## src/core/link_rx_defines.svh

```systemverilog
`ifndef LINK_RX_DEFINES_SVH
`define LINK_RX_DEFINES_SVH

// width of a received dword handed to the transport layer
`define LINK_RX_DWORD_W 32

// reset values of the link-side outputs
`define LINK_RX_NOTIFY_RST 1'h0
`define LINK_RX_VALID_RST  1'h0
`define LINK_RX_READY_RST  1'h1
`define LINK_RX_DATA_RST   32'h0000_0000

`endif

```

## src/core/link_rx_pkg.sv

```systemverilog
package link_rx_pkg;

  // dword classes seen on or sent to the phy layer; prim_data is a plain data dword
  typedef enum logic [3:0] {
    prim_data,
    prim_x_rdy,
    prim_sof,
    prim_eof,
    prim_hold,
    prim_holda,
    prim_sync,
    prim_wtrm,
    prim_r_rdy,
    prim_r_ip,
    prim_r_ok,
    prim_r_err,
    prim_dmat,
    prim_other
  } prim_type;

  // receive-side link states
  typedef enum logic [3:0] {
    idle_state,
    wait_for_fifo_state,
    receive_ready_check_state,
    data_receive_state,
    data_hold_state,
    hold_ack_state,
    frame_end_check_state,
    crc_ok_state,
    good_end_state,
    bad_end_state,
    no_comm_error_state
  } link_state_type;

endpackage

```

## src/core/link_frame_receive_fsm.sv

```systemverilog
`timescale 1ns/100ps
`include "link_rx_defines.svh"
module link_frame_receive_fsm #(
  parameter bit IS_HOST = 1'b1,
  parameter int DWORD_W = `LINK_RX_DWORD_W
) (
  input  wire logic                 ref_clk,
  input  wire logic                 sys_rst,
  input  wire logic                 phy_ready,
  input  wire link_rx_pkg::prim_type rx_prim,
  input  wire logic [DWORD_W-1:0]   rx_data,
  input  wire logic                 fifo_ready,
  input  wire logic                 fifo_space,
  input  wire logic                 terminate_req,
  input  wire logic                 ctrl_frame_req,
  input  wire logic                 crc_done,
  input  wire logic                 crc_good,
  input  wire logic                 tl_good,
  input  wire logic                 tl_unrecognized,
  input  wire logic                 tl_error,
  input  wire logic                 link_error,
  input  wire logic                 out_ready,
  output link_rx_pkg::prim_type     tx_prim,
  output logic                      out_valid,
  output logic [DWORD_W-1:0]        out_data,
  output logic                      notify_crc_ok,
  output logic                      notify_no_comm,
  output logic                      notify_fail,
  output logic                      notify_protocol,
  output logic                      notify_abort
);
  import link_rx_pkg::*;

  link_state_type state;
  link_state_type next_state;
  logic           next_crc_ok;
  logic           next_no_comm;
  logic           next_protocol;
  logic           next_abort;
  logic           skid_valid;
  logic [DWORD_W-1:0] skid_data;
  logic           buf_ready;

  // primitive transmitted while sitting in a given state
  function automatic prim_type tx_for(input link_state_type st, input logic term);
    tx_for = prim_sync; // unused state codes fall back to SYNC
    unique case (st)
      receive_ready_check_state: tx_for = prim_r_rdy;
      data_receive_state:        tx_for = term ? prim_dmat : prim_r_ip;
      data_hold_state:           tx_for = prim_hold;
      hold_ack_state:            tx_for = term ? prim_dmat : prim_holda;
      frame_end_check_state:     tx_for = prim_r_ip;
      crc_ok_state:              tx_for = prim_r_ip;
      good_end_state:            tx_for = prim_r_ok;
      bad_end_state:             tx_for = prim_r_err;
      idle_state,
      wait_for_fifo_state,
      no_comm_error_state:       tx_for = prim_sync;
    endcase
  endfunction

  // received dword decode
  wire is_x_rdy   = (rx_prim == prim_x_rdy);
  wire is_sof     = (rx_prim == prim_sof);
  wire is_eof     = (rx_prim == prim_eof);
  wire is_hold    = (rx_prim == prim_hold);
  wire is_sync    = (rx_prim == prim_sync);
  wire is_wtrm    = (rx_prim == prim_wtrm);
  wire is_data    = (rx_prim == prim_data);
  // control frame pre-emption only exists on the host end
  wire ctrl_abort = IS_HOST && ctrl_frame_req;
  // room for another dword: transport space and a free buffer slot
  wire room       = fifo_space && buf_ready;
  wire in_frame   = (state != idle_state) && (state != no_comm_error_state);
  wire push       = is_data && buf_ready &&
                    ((state == data_receive_state) || (state == data_hold_state));

  // next state and notification decode; inside a frame phy loss outranks every dword
  always_comb begin
    next_state    = state;
    next_crc_ok   = 1'b0;
    next_no_comm  = 1'b0;
    next_protocol = 1'b0;
    next_abort    = 1'b0;
    if (in_frame && !phy_ready) begin
      next_state   = no_comm_error_state;
      next_no_comm = 1'b1;
    end else begin
      unique case (state)
        idle_state: begin
          if (is_x_rdy) begin
            next_state = fifo_ready ? receive_ready_check_state
                                    : wait_for_fifo_state;
          end
        end
        wait_for_fifo_state: begin
          if (is_x_rdy && fifo_ready) begin
            next_state = receive_ready_check_state;
          end else if (!is_x_rdy) begin
            next_state    = idle_state;
            next_protocol = 1'b1;
          end
        end
        receive_ready_check_state: begin
          if (is_sof) begin
            next_state = data_receive_state;
          end else if (!is_x_rdy) begin
            next_state    = idle_state;
            next_protocol = 1'b1;
          end // X_RDY keeps waiting
        end
        data_receive_state: begin
          if (ctrl_abort) begin
            next_state = idle_state;
          end else if (is_hold) begin
            next_state = hold_ack_state;
          end else if (is_eof) begin
            next_state = frame_end_check_state;
          end else if (is_wtrm) begin
            next_state = bad_end_state;
          end else if (is_sync) begin
            next_state = idle_state;
            next_abort = 1'b1;
          end else if (is_data && !room) begin
            next_state = data_hold_state;
          end
        end
        data_hold_state: begin
          if (ctrl_abort) begin
            next_state = idle_state;
          end else if (is_eof) begin
            next_state = frame_end_check_state;
          end else if (is_sync) begin
            next_state = idle_state;
            next_abort = 1'b1;
          end else if (room) begin
            next_state = is_hold ? hold_ack_state : data_receive_state;
          end
        end
        hold_ack_state: begin
          if (ctrl_abort) begin
            next_state = idle_state;
          end else if (is_hold) begin
            next_state = hold_ack_state;
          end else if (is_eof) begin
            next_state = frame_end_check_state;
          end else if (is_sync) begin
            next_state = idle_state;
            next_abort = 1'b1;
          end else begin
            next_state = data_receive_state;
          end
        end
        frame_end_check_state: begin
          if (crc_done) begin
            next_state  = crc_good ? crc_ok_state : bad_end_state;
            next_crc_ok = crc_good;
          end
        end
        crc_ok_state: begin
          if (is_sync) begin
            next_state = idle_state;
          end else if (tl_unrecognized || tl_error || link_error) begin
            next_state = bad_end_state;
          end else if (tl_good) begin
            next_state = good_end_state;
          end // no verdict yet: stay
        end
        good_end_state: begin
          if (is_sync) begin
            next_state = idle_state;
          end
        end
        bad_end_state: begin
          if (is_sync) begin
            next_state = idle_state;
          end
        end
        no_comm_error_state: begin
          // linger until the phy comes back, then rejoin idle
          if (phy_ready) begin
            next_state = idle_state;
          end
        end
      endcase
    end
  end

  // state, transmit primitive and notification pulses all register together
  always_ff @(posedge ref_clk) begin
    if (sys_rst) begin
      state           <= idle_state;
      tx_prim         <= prim_sync;
      notify_crc_ok   <= `LINK_RX_NOTIFY_RST;
      notify_no_comm  <= `LINK_RX_NOTIFY_RST;
      notify_fail     <= `LINK_RX_NOTIFY_RST;
      notify_protocol <= `LINK_RX_NOTIFY_RST;
      notify_abort    <= `LINK_RX_NOTIFY_RST;
    end else begin
      state           <= next_state;
      tx_prim         <= tx_for(next_state, terminate_req);
      notify_crc_ok   <= next_crc_ok;
      notify_no_comm  <= next_no_comm;
      notify_fail     <= next_no_comm;
      notify_protocol <= next_protocol;
      notify_abort    <= next_abort;
    end
  end

  // two-entry skid buffer toward the transport layer; the spare slot
  // absorbs the dword already in flight when the receiver stalls
  always_ff @(posedge ref_clk) begin
    if (sys_rst) begin
      out_valid  <= `LINK_RX_VALID_RST;
      out_data   <= `LINK_RX_DATA_RST;
      skid_valid <= `LINK_RX_VALID_RST;
      skid_data  <= `LINK_RX_DATA_RST;
      buf_ready  <= `LINK_RX_READY_RST;
    end else if (!out_valid || out_ready) begin
      out_valid  <= skid_valid || push;
      out_data   <= skid_valid ? skid_data : rx_data;
      skid_valid <= 1'b0;
      buf_ready  <= 1'b1;
    end else if (push) begin
      skid_valid <= 1'b1;
      skid_data  <= rx_data;
      buf_ready  <= 1'b0;
    end
  end
endmodule

```

## config.mk

```make
export PLATFORM = sky130hd
export DESIGN_NAME = link_frame_receive_fsm
export DESIGN_NICKNAME = d
export VERILOG_FILES = /design/src/core/link_rx_pkg.sv /design/src/core/link_frame_receive_fsm.sv
export VERILOG_INCLUDE_DIRS = /design/src /design/src/core
export SDC_FILE = /design/constraint.sdc
export NUM_CORES = 1
export LEC_CHECK = 0
export ABC_AREA = 1
export BUFFER_PORTS_ARGS = -buffer_cell sky130_fd_sc_hd__buf_2
export CAP_MARGIN = 15
export CORE_MARGIN = 2
export CORE_UTILIZATION = 50
export CTS_CLUSTER_SIZE = 16
export DETAILED_ROUTE_END_ITERATION = 7
export GPL_ROUTABILITY_DRIVEN = 0
export GPL_TIMING_DRIVEN = 0
export HOLD_SLACK_MARGIN = 0.02
export PLACE_DENSITY = 0.84
export SYNTH_ARGS = -nofsm -noshare
export SYNTH_HDL_FRONTEND = slang
export SYNTH_SLANG_ARGS = --single-unit
```

## constraint.sdc

```tcl
create_clock -name ref_clk -period 2.8 [get_ports ref_clk]
set_input_delay 0.56 -clock ref_clk [delete_from_list [all_inputs] [get_ports ref_clk]]
set_output_delay 0.56 -clock ref_clk [all_outputs]
set_load 0.02 [all_outputs]
```

==> metrics.md, run 1 <==
| Metric | Value |
|---|---|
| Synth unique cells | `30` |
| Slowest stage cell, crit path | `dfxtp_1` |
| Clock sink total | `79` |
| Routed WL | `9840 um` |
| Commonest cells in the netlist | `nand2_1 (123), nor2_1 (87), dfxtp_1 (79), o21ai_0 (72), inv_1 (42)` |
| CP Cell Sequence | `buf_2 -> nand2_1 -> inv_1 -> nand2_1 -> inv_1 -> nor2_2 -> nor3_2 -> inv_1 -> nor2_1 -> clkbuf_2 -> buf_2 -> o21ai_0 -> nor2_1` |
| Root Driver | `clkbuf_8` |
| Pre-CTS setup slack | `between 400 and 500 ps` |
| CP arrival | `2390 ps` |
| First-pass GRT wire length | `16650 um` |
| CTS Buf Count | `9` |
| Post-Syn Area | `~3700 sq um` |
| Post-synth top area cell | `dfxtp_1` |
| Util after Layout | `0.6237` |
| M1 wire length | `around 4400 um` |
| Syn avg cell area | `approximately 6.8 sq um` |
| IO Pins | `92` |
| # hold bufs at CTS | `0` |
| Crit-path most repeated cell | `inv_1` |
| Total Power | `3.530 mW` |
| Post-synth top area share | `0.4265` |
| Final setup fails | `0` |
| CTS resizes | `0` |
| Worst slew pin tran | `just over 500 ps` |
| Largest net degree at the start of global routing | `14` |
| Worst hold path class | `primary input to flop` |
| Largest family of logic cells by synthesized area | `simple AND/OR/NAND/NOR gates` |
| Warnings, synthesis | `0` |
| Top-count cell post-synth | `nand2_1` |
| CP Capture Type | `flop` |
| Die Wd | `90.12 um` |
| Main area contributors after synthesis | `dfxtp_1 (43%), nand2_1 (12%), o21ai_0 (9.7%), nor2_1 (8.8%), inv_1 (4.3%)` |
| Normalized max-slew margin | `0.6587` |
| Post-Synth Simple-Gate Area | `0.2891` |
| Clk_skew | `13.86 ps` |
| Synth Flop Type | `dfxtp_1` |
| Setup TNS | `0 ps` |
| Die H | `90.12 um` |
| Req. time, crit path | `3090 ps` |
| Status | `complete, no violations` |
| Hold WS | `between 400 and 500 ps` |
| Crit path max-delay family | `buffers and inverters` |
| Post-DRT Antenna Nets | `0` |
| RSZ-0062 raised after global routing | `false` |
| Gr usage total | `0.2482` |
| Maxcap violations | `0` |
| Post-Synth XOR/XNOR Area | `0` |
| HPWL after DPL | `between 7000 and 8000 um` |
| Achievable Freq | `~0.48 GHz` |
| Final Critical Period | `2100 ps` |
| # DRC | `0` |
| Mux contribution to synthesized area | `0` |
| Routed vias/inst | `roughly 5.3` |
| Total number of vias | `3958` |
| Inserted Diodes | `0` |
| Uppermost routed layer | `met4` |
| Pins Over Slew Limit | `0` |
| CTS tree | `built` |
| Initial antenna violation count | `0` |
| Max Root-Sink Buffers | `2` |
| Fin worst setup slack | `700.3 ps` |
| Wire length on met3 | `~650 um` |
| Power Dens Cells | `784.7 nW/um^2` |
| Number of synthesized flops with an enable pin | `0` |
| Synth Register Bits | `between 70 and 80` |
| Fin crit share | `0.7499` |
| Mapped Cells | `547` |
| Adder-cell share of the synthesized area | `0` |
| LEAKAGE | `2.127 nW` |
| Gr ovfl total | `0` |
| Die footprint | `about 8100 sq um` |
| H-tree depth | `3` |
| Nets | `around 700` |
| CP max FO | `10` |
| Share of cells above drive strength 1 | `0.2205` |
| Largest stage delay on the critical path | `310 ps` |
| Total iterations of the first detailed-routing run | `5` |
| First DRT Iteration DRCs | `192` |
| Starting Density | `0.5140` |
| Register area share after synthesis | `0.4265` |
| Reg clk slew, reported paths | `70 ps` |
| Async set-reset flop share out of synthesis | `0` |
| DR WL met2 | `approximately 4500 um` |
| Rows | `31` |
| Core Area | `7214 sq um` |
| CP Class | `flop to flop` |
| Final hold vios | `0` |
| Port Buf Inserts | `about 90` |
| Crit path buffers/inverters | `6` |
| Setup crit start kind | `flop` |
| Worst skew pair latency | `~360 ps` |
| Routed wire per std cell | `13.09 um` |
| P&R area growth vs syn | `21.32%` |
| Worst IR Drop VDD | `0.4516 mV` |
| Synth Area in Compound Gates | `0.1960` |
| Number of global-route vias before repair | `~3.7k` |
| Syn nets | `597` |
| Post-CTS setup buffer count | `0` |
==> layout make-up <==
| class | instances | area (sq um) |
|---|---|---|
| fillers | 686 | 2715 |
| plain buffers | 32 | 140.1 |
| flip-flops and latches | 79 | 1582 |
| clock buffers | 10 | 127.6 |
| multi-input cells | 386 | 1799 |
| repair buffers | 91 | 455.4 |
| clock inverters | 5 | 83.83 |
| inverters | 50 | 187.7 |
| well taps | 99 | 123.9 |
==> cells in the final DEF, fill, tap and decap left out, types with 4 or more instances in the layout <==
cell type / netlist / final
dfxtp_1: 79 / 79
inv_1: 42 / 42
inv_2: 6 / 6
a31oi_1: 19 / 19
clkbuf_8: 0 / 9
nand2_2: 4 / 4
a21oi_1: 19 / 19
nor2_2: 12 / 12
nand2_1: 123 / 123
nor2_1: 87 / 87
a211oi_1: 14 / 14
buf_2: 6 / 97
o21ai_0: 72 / 72
clkbuf_1: 22 / 23
nand3_1: 19 / 19
==> registers in the layout, indices dropped and copies added, names as in the netlist <==
| register | count |
|---|---|
| notify_crc_ok | 1 |
| notify_protocol | 1 |
| out_data | 32 |
| tx_prim | 4 |
| notify_abort | 1 |
| notify_fail | 1 |
| skid_valid | 1 |
| out_valid | 1 |
| state | 4 |
| buf_ready | 1 |
| skid_data | 32 |
==> per-stage QoR <==
stage                     std cells  area [sq um]
after floorplan                 547          3709
after global placement          737          4288
after detailed placement        737          4288
after CTS                       752          4499
after global routing            752          4499
final                           752          4499
==> path summary, 6_finish.rpt <==
kind | endpoint | slack (ps) | cells after the start | from
max | skid_data[28] | 700 | 13 | state[0]
min | notify_abort | 410 | 2 | ctrl_frame_req
max reg2reg | skid_data[28] | 700 | 13 | state[0]
min reg2reg | out_data[27] | 470 | 2 | skid_data[27]
==> power breakdown <==
part,total [mW],switching (mW),internal [mW],leakage [nW]
registers,1.25,0.0341,1.21,0.647
clock network,0.918,0.419,0.499,0.0986
logic,1.37,0.914,0.452,1.38
total,3.53,1.37,2.16,2.13
==> layer usage <==
layer / GRT usage / vias up
met3: 0.05951 / 27
met2: 0.4029 / 146
met5: 0 / -
met1: 0.3148 / 1803
met4: 0.1090 / 0
li1: - / 1982
==> cells by family after synthesis <==
logic type	count (synthesis)
buf+inv	82
compound gates	130
flops	79
simple gates	256
No activity file was read; power rests on OpenSTA's default activity.
==> inputs of run 2 (changes only) <==
clock period = 1.95 ns   (was 2.8 ns; I/O delays follow)
==> run 2 against run 1 <==
  * The run now ends with setup timing left
  * Flip-flop and latch count stayed put
  * Critical path depth up 3
  * Register-to-register slack worse by 840 ps
  * Non-clock buffer count is 20 higher
  * Critical path type unchanged
  * Critical endpoint is now tx_prim[3]
  * Largest cell class unchanged
==> metrics.md, run 2 (synthesis gave the netlist of run 1 again) <==
| Metric | Value |
|---|---|
| Rows | `31` |
| Port Buf Inserts | `91` |
| Failing checks | `setup timing` |
| Largest regs | `out_data: 32 flops, skid_data: 32 flops` |
| R2R setup slack | `-140 ps` |
| Die footprint | `~8000 sq um` |
| Fin crit share | `1.074` |
| Min-delay src | `ctrl_frame_req` |
| Req. time, crit path | `between 2000 and 2500 ps` |
| Share of cells above drive strength 1 | `0.3165` |
| Worst hold path class | `primary input to flop` |
| Reg clk slew, reported paths | `about 90 ps` |
| CP Class | `flop to flop` |
| Setup crit start kind | `flop` |
| CP arrival | `~2400 ps` |
| H-tree depth | `3` |
| Maxcap violations | `0` |
| Worst r2r src | `state[0]` |
| Routed vias/inst | `between 5 and 6` |
| P&R area growth vs syn | `34.45%` |
| Initial antenna violation count | `0` |
| CTS Buf Count | `9` |
| CP max FO | `8` |
| Number of global-route vias before repair | `approximately 3.8k` |
| Final hold vios | `0` |
| RSZ-0062 raised after global routing | `true` |
| Util after Layout | `0.6911` |
| Routed WL | `11820 um` |
| Gr usage total | `0.2536` |
| Dpl cells | `about 740` |
| Die Wd | `90.12 um` |
| Normalized max-slew margin | `0.6250` |
| First-pass GRT wire length | `approximately 17000 um` |
| Worst slew pin tran | `562.4 ps` |
| Total iterations of the first detailed-routing run | `6` |
| Status | `finished, violations left` |
| Post-DRT Antenna Nets | `0` |
| Achievable Freq | `0.4777 GHz` |
| Worst IR Drop VDD | `0.6832 mV` |
| Power Dens Cells | `1316 nW/um^2` |
| Commonest non-fill, non-tap cells in the layout | `nand2_1 (104), buf_2 (91), nor2_1 (76), dfxtp_1 (75), o21ai_0 (71)` |
| Worst skew pair latency | `360 ps` |
| # DRC | `0` |
| Total number of vias | `4280` |
| CTS tree | `built` |
| Clk_skew | `16.33 ps` |
| Max Root-Sink Buffers | `2` |
| Pins Over Slew Limit | `0` |
| Gr ovfl total | `0` |
| R2R cell count | `16` |
| CP Capture Type | `flop` |
| Largest net degree at the start of global routing | `14` |
| Total Power | `roughly 6.6 mW` |
| Die H | `90.12 um` |
| Final setup fails | `5` |
| Setup crit end | `tx_prim[3]` |
| HPWL after DPL | `7234 um` |
| Fin worst setup slack | `-143.4 ps` |
| Post-Layout Cell Count | `772` |
| Core Area | `between 7000 and 8000 sq um` |
| Dpl cell area | `4288 sq um` |
| Commonest non-fill, non-tap cell in the layout | `nand2_1` |
| Routed wire per std cell | `approximately 15 um` |
| Clock sink total | `between 70 and 80` |
| Final Cell Area | `4986 sq um` |
| Nets | `719` |
| IO Pins | `92` |
| Starting Density | `0.5140` |
| Final Critical Period | `roughly 2100 ps` |
| LEAKAGE | `2.312 nW` |
| Worst R2R End | `tx_prim[3]` |
| Inserted Diodes | `0` |
| CP Launch Point | `state[0]` |
| Pre-CTS setup slack | `-203.6 ps` |
| First DRT Iteration DRCs | `between 300 and 400` |
| Root Driver | `clkbuf_8` |
## run 2: area by class of cell
type / instances / area [sq um]
Inverter: 50 / 197.7
Multi-Input combinational cell: 386 / 2059
Clock inverter: 5 / 83.83
Tap cell: 99 / 123.9
Buffer: 31 / 178.9
Sequential cell: 79 / 1589
Clock buffer: 10 / 127.6
Timing Repair Buffer: 112 / 625.6
Fill cell: 570 / 2228
## run 2: repair_timing
item                       CTS  global route
hold buffers                 0             0
setup endpoints to repair   32            36
gates resized for setup     15            85
setup buffers                5            16
pin swaps                    4            20
## run 2: layer usage
layer  up-vias  GRT usage  share of wire
li1       2026          -              -
met1      1955     0.3222           0.39
met2       253     0.4129           0.48
met3        46    0.05951          0.088
met4         0     0.1090          0.041
met5         -          0              0
## run 2: per-stage QoR
stage                     TNS, ps  hold slack, ps
after floorplan                 0           439.2
after global placement     -793.4           450.6
after CTS                       0           225.0
after global routing        -2415           239.8
after detailed placement    -2254           454.7
final                      -485.4           234.4
## run 2: worst max-delay path, stage by stage (launching register included)
cell	delay [ps]
dfxtp_2	330
buf_6	140
buf_4	140
nor2_2	170
nand3_1	190
nand2_1	120
inv_1	50
nand3_1	100
nor2_2	60
nand3_4	140
inv_4	60
buf_4	140
nand2_1	70
nand2_1	60
nor2_2	100
nand2_1	70
a21oi_2	100
## run 2: worst min path at each step
stage | end | cells past startpoint
finish | notify_abort | 2
CTS | notify_abort | 2
detailed placement | skid_data[10] | 2
floorplan | skid_data[0] | 2
global route | notify_abort | 2
global placement | skid_data[0] | 2
## run 2: power by group
group	leakage (nW)	internal [mW]	switching, mW
Combinational	1.56	1.32	2.06
Clock	0.0986	0.717	0.626
Sequential	0.649	1.76	0.0772
Total	2.31	3.80	2.77
